[config.mk]
export PLATFORM = sky130hd
export DESIGN_NAME = fcs_sequencer
export DESIGN_NICKNAME = d
export VERILOG_FILES = /design/src/fcs_pkg.sv /design/src/fcs_cmd_if.sv /design/src/fcs_sequencer.sv /design/src/fcs_op_timer.sv /design/src/fcs_uid_rom.sv
export SDC_FILE = /design/constraint.sdc
export NUM_CORES = 1
export LEC_CHECK = 0
export BUFFER_PORTS_ARGS = -buffer_cell sky130_fd_sc_hd__buf_2
export CAP_MARGIN = 10
export CORE_ASPECT_RATIO = 2
export CORE_MARGIN = 2
export CORE_UTILIZATION = 45
export CTS_CLUSTER_DIAMETER = 120
export DETAILED_ROUTE_END_ITERATION = 16
export SYNTH_ARGS = -nofsm -noshare
export SYNTH_HDL_FRONTEND = slang
export SYNTH_SLANG_ARGS = --single-unit
export TNS_END_PERCENT = 30
[constraint.sdc]
create_clock -name clk_i -period 10.86 [get_ports clk_i]
set_clock_uncertainty 0.1 [all_clocks]
set_input_delay 3.258 -clock clk_i [delete_from_list [all_inputs] [get_ports clk_i]]
set_output_delay 3.258 -clock clk_i [all_outputs]
set_load 0.02 [all_outputs]
[src/fcs_pkg.sv]
// Package for the flash command sequencer: register map, fields, codes, timing.
// Assumes a 32-bit APB slave with byte addresses at aligned words.
package fcs_pkg;
  // ----------------------------------------------------------------
  // Register byte offsets
  // ----------------------------------------------------------------
  localparam logic [7:0] OFS_MODE = 8'h00;
  localparam logic [7:0] OFS_CLKSET = 8'h04;
  localparam logic [7:0] OFS_MAINCMD = 8'h08;
  localparam logic [7:0] OFS_EXTCMD = 8'h0C;
  localparam logic [7:0] OFS_START = 8'h10;
  localparam logic [7:0] OFS_END = 8'h14;
  localparam logic [7:0] OFS_ERRADDR = 8'h18;
  localparam logic [7:0] OFS_STATUS = 8'h1C;
  localparam logic [7:0] OFS_PROTECT = 8'h20;
  localparam logic [7:0] OFS_WBUF = 8'h30;
  localparam logic [7:0] OFS_UID = 8'h40;
  localparam logic [7:0] OFS_BLOCK_MASK = 8'hF0;
  localparam logic [7:0] OFS_WORD_MASK = 8'h0C;
  // ----------------------------------------------------------------
  // Modes and command codes
  // ----------------------------------------------------------------
  localparam logic [1:0] MODE_READ = 2'h0;
  localparam logic [1:0] MODE_CODE_PE = 2'h1;
  localparam logic [1:0] MODE_DATA_PE = 2'h2;
  localparam logic [3:0] CMD_PROGRAM = 4'h1;
  localparam logic [3:0] CMD_BLANK = 4'h3;
  localparam logic [3:0] CMD_BLOCK_ERASE = 4'h4;
  localparam logic [3:0] CMD_ALL_ERASE = 4'h6;
  localparam logic [2:0] XCMD_STARTUP = 3'h1;
  localparam logic [2:0] XCMD_WINDOW = 3'h2;
  // ----------------------------------------------------------------
  // Address decode: upper halves of code and data flash ranges
  // ----------------------------------------------------------------
  localparam logic [15:0] CODE_UPPER_LO = 16'hFFFC;
  localparam logic [15:0] DATA_UPPER = 16'h0010;
  localparam logic [15:0] BOOT_UPPER_HI = 16'hFFFC;
  // Status bit positions
  localparam int ST_BUSY = 0;
  localparam int ST_DONE = 1;
  localparam int ST_ERR = 2;
  localparam int ST_WINPROT = 3;
  localparam int ST_BGO = 4;
  // Nominal operation time
  localparam int OP_TIME_US = 10;
  localparam int CLK_MHZ = 25;
  localparam int OP_CYCLES = OP_TIME_US * CLK_MHZ;
  localparam logic [31:0] UID_SEED = 32'h5A5A0000; // Arbitrary value
  typedef enum logic [1:0] {ST_IDLE, ST_RUN, ST_FINISH} fcs_state_type;
endpackage : fcs_pkg

[src/fcs_cmd_if.sv]
// Interface between the sequencer and its operation timer.
// Assumes both ends share clk_i.
`timescale 1ns/1ps
interface fcs_cmd_if;
  logic start;
  logic abort;
  logic done;
  logic busy;
  modport ctrl (output start, output abort, input done, input busy);
  modport timer (input start, input abort, output done, output busy);
endinterface : fcs_cmd_if

[src/fcs_sequencer.sv]
// Flash command sequencer: APB register file, mode select, command launch.
// Assumes a single 25 MHz clock and an APB master keeping the bus protocol.
//
// Summary of operation
// - Mode field selects read, code P/E, data P/E
// - Codes program, block erase, all erase start
// - Code three starts a blank check
// - Extra code one programs start-up or protects
// - Extra code two programs window info
// - Done interrupt on completion or forced stop
// - Start-up protection guards blocks zero to seven
// - Area protection refuses blocks outside window
// - Code fetch continues during data P/E
// - Start address upper half is 16 bits
// - End address upper half is 16 bits
// - Error address upper half is reported
// - Four indexed write buffer words
// - Four indexed 32-bit identifier words
// - Flag shows window protection in force
// - Code flash decoded FFFC0000 to FFFFFFFF
// - Data flash decoded from 00100000, 8 or 4 KB
`timescale 1ns/1ps
module fcs_sequencer #(
  parameter logic [15:0] DATA_LAST_UPPER = 16'h0010,
  parameter int OP_LEN = fcs_pkg::OP_CYCLES
) (
  input wire logic clk_i,
  input wire logic rst_i,
  input wire logic psel_i,
  input wire logic penable_i,
  input wire logic pwrite_i,
  input wire logic [7:0] paddr_i,
  input wire logic [31:0] pwdata_i,
  output logic [31:0] prdata_o,
  output logic pready_o,
  output logic pslverr_o,
  input wire logic force_stop_i,
  output logic command_done_interrupt_o,
  output logic background_operation_o,
  output logic code_fetch_ok_o,
  output logic [1:0] flash_mode_o
);
  import fcs_pkg::*;

  // ----------------------------------------------------------------
  // State and registers
  // ----------------------------------------------------------------
  fcs_cmd_if cmd_bus ();
  fcs_state_type state_reg;
  logic [1:0] flash_mode_control_reg;
  logic [5:0] clock_notification_field_reg;
  logic [3:0] main_cmd_reg;
  logic [2:0] extra_cmd_reg;
  logic [15:0] start_address_upper_reg;
  logic [15:0] end_address_upper_reg;
  logic [15:0] error_address_upper_reg;
  logic [31:0] write_buffer_word_reg [4];
  logic [7:0] area_lo_reg;
  logic [7:0] area_hi_reg;
  logic startup_protect_reg;
  logic window_protect_flag_reg;
  logic done_reg;
  logic err_reg;
  logic irq_reg;
  logic bgo_reg;
  logic fetch_ok_reg;
  logic [31:0] prdata_reg;
  logic pready_reg;
  logic pslverr_reg;
  logic [31:0] uid_word;
  logic wr_acc;
  logic rd_acc;
  logic start_pulse;
  logic cmd_ok;
  logic refuse;
  logic in_code;
  logic in_data;
  logic [7:0] blk_idx;
  logic is_main;

  fcs_op_timer #(.CYCLES(OP_LEN)) u_timer (
    .clk_i(clk_i),
    .rst_i(rst_i),
    .cmd(cmd_bus.timer)
  );

  fcs_uid_rom u_uid (
    .index_i(paddr_i[3:2]),
    .word_o(uid_word)
  );

  // ----------------------------------------------------------------
  // APB access decode
  // ----------------------------------------------------------------
  // One-wait slave: act in the first access cycle, raise pready in the second
  assign wr_acc = psel_i && penable_i && pwrite_i && !pready_reg;
  assign rd_acc = psel_i && penable_i && !pwrite_i && !pready_reg;

  // Address range checks on the upper halves
  assign in_code = (start_address_upper_reg >= CODE_UPPER_LO);
  assign in_data = (start_address_upper_reg >= DATA_UPPER)
                   && (end_address_upper_reg <= DATA_LAST_UPPER);
  assign blk_idx = start_address_upper_reg[7:0];

  // Command legality; main area needs matching mode
  always_comb begin
    cmd_ok = 1'b0;
    is_main = 1'b0;
    refuse = 1'b0;
    if (wr_acc && paddr_i == OFS_MAINCMD) begin
      is_main = 1'b1;
      case (pwdata_i[3:0])
        CMD_PROGRAM, CMD_BLOCK_ERASE, CMD_ALL_ERASE: cmd_ok = 1'b1;
        CMD_BLANK: cmd_ok = 1'b1;
        default: cmd_ok = 1'b0;
      endcase
      // Mode and address must agree
      if (flash_mode_control_reg == MODE_CODE_PE) begin
        refuse = !in_code;
        // Boot unit holds blocks 0..7; locked under start-up protection
        if (startup_protect_reg && start_address_upper_reg == BOOT_UPPER_HI
            && pwdata_i[3:0] != CMD_BLANK) begin
          refuse = 1'b1;
        end
        // Outside the allowed user window, refuse
        if (pwdata_i[3:0] != CMD_BLANK
            && (blk_idx < area_lo_reg || blk_idx > area_hi_reg)) begin
          refuse = 1'b1;
        end
      end else if (flash_mode_control_reg == MODE_DATA_PE) begin
        refuse = !in_data;
      end else begin
        refuse = 1'b1;
      end
    end else if (wr_acc && paddr_i == OFS_EXTCMD) begin
      case (pwdata_i[2:0])
        XCMD_STARTUP: cmd_ok = 1'b1;
        XCMD_WINDOW: cmd_ok = 1'b1;
        default: cmd_ok = 1'b0;
      endcase
      refuse = (flash_mode_control_reg != MODE_CODE_PE);
    end
  end

  // Launch only from idle; commands written while busy are dropped without setting the error flag
  assign start_pulse = cmd_ok && !refuse && state_reg == ST_IDLE;
  assign cmd_bus.start = start_pulse;
  assign cmd_bus.abort = force_stop_i;

  // ----------------------------------------------------------------
  // Command state machine
  // ----------------------------------------------------------------
  always_ff @(posedge clk_i) begin
    if (rst_i) begin
      state_reg <= ST_IDLE;
    end else begin
      case (state_reg)
        ST_IDLE: begin
          if (start_pulse) begin
            state_reg <= ST_RUN;
          end
        end
        ST_RUN: begin
          if (cmd_bus.done) begin
            state_reg <= ST_FINISH;
          end
        end
        ST_FINISH: state_reg <= ST_IDLE;
        default: state_reg <= ST_IDLE;
      endcase
    end
  end

  // Completion pulse: once per command, also after forced stop
  always_ff @(posedge clk_i) begin
    if (rst_i) begin
      irq_reg <= 1'b0;
    end else begin
      irq_reg <= (state_reg == ST_RUN) && cmd_bus.done;
    end
  end

  // Done flag: set beats clear by status read-write
  always_ff @(posedge clk_i) begin
    if (rst_i) begin
      done_reg <= 1'b0;
    end else if (state_reg == ST_RUN && cmd_bus.done) begin
      done_reg <= 1'b1;
    end else if (wr_acc && paddr_i == OFS_STATUS && pwdata_i[ST_DONE]) begin
      done_reg <= 1'b0;
    end
  end

  // Error flag and error address on refused command
  always_ff @(posedge clk_i) begin
    if (rst_i) begin
      err_reg <= 1'b0;
      error_address_upper_reg <= 16'h0000;
    end else if (cmd_ok && refuse) begin
      err_reg <= 1'b1;
      error_address_upper_reg <= start_address_upper_reg;
    end else if (wr_acc && paddr_i == OFS_STATUS && pwdata_i[ST_ERR]) begin
      err_reg <= 1'b0;
    end
  end

  // Background operation: data P/E keeps code fetch alive
  always_ff @(posedge clk_i) begin
    if (rst_i) begin
      bgo_reg <= 1'b0;
      fetch_ok_reg <= 1'b1;
    end else begin
      bgo_reg <= (state_reg != ST_IDLE) && flash_mode_control_reg == MODE_DATA_PE;
      fetch_ok_reg <= (flash_mode_control_reg != MODE_CODE_PE);
    end
  end

  // ----------------------------------------------------------------
  // Software registers
  // ----------------------------------------------------------------
  always_ff @(posedge clk_i) begin
    if (rst_i) begin
      flash_mode_control_reg <= MODE_READ;
      clock_notification_field_reg <= 6'h00;
      main_cmd_reg <= 4'h0;
      extra_cmd_reg <= 3'h0;
      start_address_upper_reg <= 16'h0000;
      end_address_upper_reg <= 16'h0000;
      area_lo_reg <= 8'h00;
      area_hi_reg <= 8'hFF;
      startup_protect_reg <= 1'b0;
    end else if (wr_acc) begin
      case (paddr_i)
        // Prohibited code 11 ignored, mode kept
        OFS_MODE: begin
          if (state_reg == ST_IDLE && pwdata_i[1:0] != 2'h3) begin
            flash_mode_control_reg <= pwdata_i[1:0];
          end
        end
        OFS_CLKSET: clock_notification_field_reg <= pwdata_i[5:0];
        OFS_MAINCMD: if (start_pulse) main_cmd_reg <= pwdata_i[3:0];
        OFS_EXTCMD: if (start_pulse) extra_cmd_reg <= pwdata_i[2:0];
        OFS_START: start_address_upper_reg <= pwdata_i[15:0];
        OFS_END: end_address_upper_reg <= pwdata_i[15:0];
        OFS_PROTECT: begin
          area_lo_reg <= pwdata_i[7:0];
          area_hi_reg <= pwdata_i[15:8];
          startup_protect_reg <= pwdata_i[16];
        end
        default: ;
      endcase
    end
  end

  // Window protect flag set by extra command one
  always_ff @(posedge clk_i) begin
    if (rst_i) begin
      window_protect_flag_reg <= 1'b0;
    end else if (start_pulse && !is_main && pwdata_i[2:0] == XCMD_STARTUP) begin
      window_protect_flag_reg <= 1'b1;
    end
  end

  // Write buffer words indexed by address
  for (genvar g = 0; g < 4; g++) begin : g_wbuf
    always_ff @(posedge clk_i) begin
      if (rst_i) begin
        write_buffer_word_reg[g] <= 32'h0000_0000;
      end else if (wr_acc && paddr_i == (OFS_WBUF | 8'(g * 4))) begin
        write_buffer_word_reg[g] <= pwdata_i;
      end
    end
  end

  // ----------------------------------------------------------------
  // Read path and APB answer
  // ----------------------------------------------------------------
  always_ff @(posedge clk_i) begin
    if (rst_i) begin
      prdata_reg <= 32'h0000_0000;
      pready_reg <= 1'b0;
      pslverr_reg <= 1'b0;
    end else begin
      pready_reg <= psel_i && penable_i && !pready_reg;
      pslverr_reg <= 1'b0;
      prdata_reg <= 32'h0000_0000;
      if (rd_acc) begin
        case (paddr_i & OFS_BLOCK_MASK)
          OFS_WBUF: prdata_reg <= write_buffer_word_reg[paddr_i[3:2]];
          OFS_UID: prdata_reg <= uid_word;
          default: begin
            case (paddr_i)
              OFS_MODE: prdata_reg <= {30'h0, flash_mode_control_reg};
              OFS_CLKSET: prdata_reg <= {26'h0, clock_notification_field_reg};
              OFS_MAINCMD: prdata_reg <= {28'h0, main_cmd_reg};
              OFS_EXTCMD: prdata_reg <= {29'h0, extra_cmd_reg};
              OFS_START: prdata_reg <= {16'h0, start_address_upper_reg};
              OFS_END: prdata_reg <= {16'h0, end_address_upper_reg};
              OFS_ERRADDR: prdata_reg <= {16'h0, error_address_upper_reg};
              OFS_STATUS: prdata_reg <= {27'h0, bgo_reg, window_protect_flag_reg,
                                         err_reg, done_reg, state_reg != ST_IDLE};
              OFS_PROTECT: prdata_reg <= {15'h0, startup_protect_reg,
                                          area_hi_reg, area_lo_reg};
              default: pslverr_reg <= 1'b1;
            endcase
          end
        endcase
      end
    end
  end

  assign prdata_o = prdata_reg;
  assign pready_o = pready_reg;
  assign pslverr_o = pslverr_reg;
  assign command_done_interrupt_o = irq_reg;
  assign background_operation_o = bgo_reg;
  assign code_fetch_ok_o = fetch_ok_reg;
  assign flash_mode_o = flash_mode_control_reg;
endmodule : fcs_sequencer

[src/fcs_op_timer.sv]
// Operation timer: counts the duration of a flash operation.
// Assumes start is a one-cycle pulse from the sequencer.
`timescale 1ns/1ps
module fcs_op_timer #(
  parameter int CYCLES = fcs_pkg::OP_CYCLES
) (
  input wire logic clk_i,
  input wire logic rst_i,
  fcs_cmd_if.timer cmd
);
  import fcs_pkg::*;
  logic [15:0] cnt_reg;
  logic busy_reg;
  logic done_reg;
  // Count down; abort ends early but still reports done
  always_ff @(posedge clk_i) begin
    if (rst_i) begin
      cnt_reg <= 16'h0000;
      busy_reg <= 1'b0;
      done_reg <= 1'b0;
    end else begin
      done_reg <= 1'b0;
      if (cmd.start && !busy_reg) begin
        cnt_reg <= 16'(CYCLES);
        busy_reg <= 1'b1;
      end else if (busy_reg && (cmd.abort || cnt_reg == 16'h0001)) begin
        busy_reg <= 1'b0;
        done_reg <= 1'b1;
      end else if (busy_reg) begin
        cnt_reg <= cnt_reg - 16'h0001;
      end
    end
  end
  assign cmd.done = done_reg;
  assign cmd.busy = busy_reg;
endmodule : fcs_op_timer

[src/fcs_uid_rom.sv]
// Unique identifier words: four read-only 32-bit values.
// Assumes index is stable in the cycle it is read.
`timescale 1ns/1ps
module fcs_uid_rom (
  input wire logic [1:0] index_i,
  output logic [31:0] word_o
);
  import fcs_pkg::*;
  logic [31:0] words [4];
  // One word per index, each seeded from an arbitrary constant
  for (genvar g = 0; g < 4; g++) begin : g_uid
    assign words[g] = UID_SEED | 32'(g);
  end
  assign word_o = words[index_i];
endmodule : fcs_uid_rom

==> impl_summary.log <==
INFO  metric crit_chain = buf_2 -> buf_4 -> or4_1 -> nor2_4 -> and3_1 -> and2_1 -> mux2i_1 -> nand2_1
INFO  metric final_hold_viol_count = 0
INFO  metric grt_use_total = 0.2255
INFO  metric timing.final.ws_setup = 4.618 ns
INFO  metric cp-end-kind = flop
INFO  metric clock_tree.root_cell = clkbuf_16
INFO  metric worstPathArrival = 6.53 ns
INFO  metric vias_per_cell = 5.656
INFO  metric finalNonFillerCells = 1481
INFO  metric timing.final.crit_share = 0.5748
INFO  metric overall_die_area = 28040 um^2
INFO  metric cellLeakagePower = 4.804 nW
INFO  metric clock_sinks = 268
INFO  metric drt-wirelength-per-cell = 21.39 um
INFO  metric max_freq = 0.1602 GHz
INFO  metric cts-htree-levels = 1
INFO  metric postRouteAntennaNets = 0
INFO  metric worst_pin_slew = 1.125 ns
INFO  metric die_width = 119.4 um
INFO  metric power_frac_clock = 0.420
INFO  metric cpLargestDelayFamily = simple AND/OR/NAND/NOR gates
INFO  metric route.vias.total = 8377
INFO  metric synth_fp_nets = 1128
INFO  metric drt_first_pass_iters = 5
INFO  metric portBuffers = 84
INFO  metric start_kind = input port
INFO  metric layout_commonest_cell = nand2_1
INFO  metric area_growth_syn_to_layout = 12.31%
INFO  metric worst_path_max_delay_cell = and2_1
INFO  metric clk_pin_slew_worst_paths = 0.07 ns
INFO  metric cts-buffers-inserted = 25
INFO  metric die_y = 234.8 um
INFO  metric p_int = 1.559 mW
INFO  metric peakVddDrop = 0.0001430 V
INFO  metric slew_limit_fails = 0
INFO  metric grt_setup_unrepaired = no
INFO  metric fp-row-count = 84
INFO  metric critical_path.max_fanout = 46
INFO  metric cap_violations = 0
INFO  metric drt_wl_total = 31.68 mm
INFO  metric clock_latency = 0.54 ns
INFO  metric post-cts-setup-buffers = 0
INFO  metric synth_flop_cell = dfxtp_1
INFO  metric initial_core_util = 0.4561
INFO  metric rrSetupSlack = 7.65 ns
INFO  metric area_of_the_mapped_netlist = 11990 um^2
INFO  metric detailedPlace.worstSlack = 4.090 ns
INFO  metric dpl.hpwl = 21.27 mm
INFO  metric max_stage_delay = 0.92 ns
INFO  metric route.detailed.drc = 0
INFO  metric dr.first_iter.drc_count = 569
INFO  metric ys_types = 72
INFO  metric top_level_pins = 85
INFO  metric combinational_share_of_power = 0.045
INFO  metric number_of_flip_flops_and_latches_in_the_synthesized_netlist = 268
INFO  metric largest_register_ffs = 128
INFO  metric dp.cells = 1436
INFO  metric status = complete, no violations
INFO  metric setup_violations_final = 0
INFO  metric cp.required = 11.15 ns
INFO  metric layout-drive-gt1-share = 0.1891
INFO  metric synthesis.area_per_instance = 11.25 um^2
INFO  metric switching_power = 0.4559 mW
INFO  metric num-fill-cells = 2427
INFO  metric timing_worst_setup_path_type = input port to flop
INFO  metric nets = 1182
INFO  metric synthCells = 1065
INFO  metric synth.yosys.seq_area_share = 0.5545
INFO  metric max_slew_margin = 0.2500
INFO  metric largest_net_degree_at_the_start_of_global_routing = 74
INFO  metric cp_num_buf_inv = 2
INFO  metric async_reset_ff_frac = 0
INFO  metric switching_share = 0.2263
INFO  metric setup-tns-final = 0 ns
INFO  metric seq_power_share = 0.536
INFO  metric min-delay-path-class = flop to flop
INFO  metric final_cell_mix = nand2_1, dfxtp_1, edfxtp_1, and2_1, buf_2
INFO  metric finalWeightedCongestion = 0.8970
INFO  metric ys.warnings.count = 0
INFO  metric cts-root-to-sink-buffers = 3
INFO  metric grt_residual_overflow = 0
INFO  metric grt_first_pass_wirelength = 48.53 mm
INFO  metric number_of_enable_flip_flop_cells_after_synthesis = 128
INFO  metric cts-resized-gates = 0
INFO  metric number_of_antenna_violations_at_the_first_check_in_global_routing = 0
INFO  metric tritoncts = done
INFO  metric final_period_minus_worst_setup_slack = 6.242 ns
INFO  metric antenna_cells = 0
INFO  metric p_per_area = 149.7 nW/um^2
INFO  metric floorplan.core_area = 26280 um^2
INFO  metric vias_in_the_first_global_route = 8540
INFO  metric totalPowerFinal = 2.014 mW
INFO  metric hold_bufs_at_cts = 0
[cells in the mapped netlist, drive strengths merged (3+ instances only)]
cell	number	area share
nor2	39	0.013
inv	23	0.0072
nor2b	7	0.0037
or2	3	0.0016
clkbuf	54	0.017
ha	17	0.018
nor3b	4	0.0025
xnor2	8	0.0058
o21a	12	0.0075
nor4b	3	0.0034
o211ai	9	0.0056
edfxtp	128	0.32
nor4	16	0.011
a22oi	13	0.0081
or3	3	0.0016
mux2i	35	0.029
nand2b	6	0.0031
and3	10	0.0052
and2	127	0.066
o22ai	6	0.0031
mux4	32	0.060
nand3b	3	0.0019
dfxtp	140	0.23
nor3	27	0.013
a222oi	12	0.010
nand4	8	0.0042
nand4b	3	0.0022
nand3	9	0.0038
buf	19	0.011
mux2	4	0.0038
xor2	8	0.0058
a31o	12	0.0088
o21ai	11	0.0046
nand2	150	0.047
a21oi	69	0.029
or4	6	0.0041
[tightest hold or removal path: cells and delay by family (launching register included)]
family           cells  cell delay [ns]
multiplexers         1             0.05
flip-flops           1             0.31
AND/OR/NAND/NOR      1             0.05
[power by group through the flow]
stage / clock, mW / combinational [mW] / sequential, mW
floorplan: 0 / 0.0529 / 1.10
global placement: 0 / 0.0909 / 1.10
detailed placement: 0 / 0.0912 / 1.10
CTS: 0.861 / 0.0914 / 1.08
global route: 0.895 / 0.0964 / 1.08
finish: 0.845 / 0.0902 / 1.08
[final cells by class]
type | count | area, um^2 | area share
sequential | 268 | 6646 | 0.4938
clock buffer | 33 | 696.9 | 0.05178
timing repair buffer | 100 | 540.5 | 0.04016
inverter | 23 | 86.33 | 0.006414
multi-input combinational | 701 | 4984 | 0.3702
tap | 344 | 430.4 | 0.03198
clock inverter | 12 | 76.32 | 0.005670
[per-layer routing]
layer  share of wire  global-route usage  vias to the layer above
met5               0                   0                        -
met4           0.046              0.1084                        0
met3           0.045             0.02282                       83
met2            0.54              0.4310                      263
met1            0.37              0.2431                     4083
li1                -                   -                     3948
[path summary, 6_finish.rpt]
kind	cells after the start	from	to
min reg2reg	2	error_address_upper_reg[3]	error_address_upper_reg[3]
max reg2reg	5	pready_o	prdata_o[13]
min	2	error_address_upper_reg[3]	error_address_upper_reg[3]
max	8	paddr_i[2]	area_hi_reg[0]
[through the flow]
| stage | instance area [um^2] | hold slack (ns) | utilization |
|---|---|---|---|
| after global placement | 12690 | 0.3444 | 0.4829 |
| after floorplan | 11990 | 0.3276 | - |
| after CTS | 13460 | 0.3602 | 0.5123 |
| after global routing | 13460 | 0.3784 | 0.5123 |
| after detailed placement | 12690 | 0.3496 | 0.4829 |
| final | 13460 | 0.3604 | 0.5123 |
[logic make-up (layout without fill, tap and decap cells)]
| family | count (synthesis) | in the layout | synth area share |
|---|---|---|---|
| xor+xnor | 16 | 16 | 0.01169 |
| compound gates | 164 | 164 | 0.09176 |
| simple gates | 433 | 433 | 0.1955 |
| flops | 268 | 268 | 0.5545 |
| fa+ha+maj | 17 | 17 | 0.01775 |
| buf+inv | 96 | 168 | 0.03560 |
| mux | 71 | 71 | 0.09312 |
(Power assumes the default switching activity.)
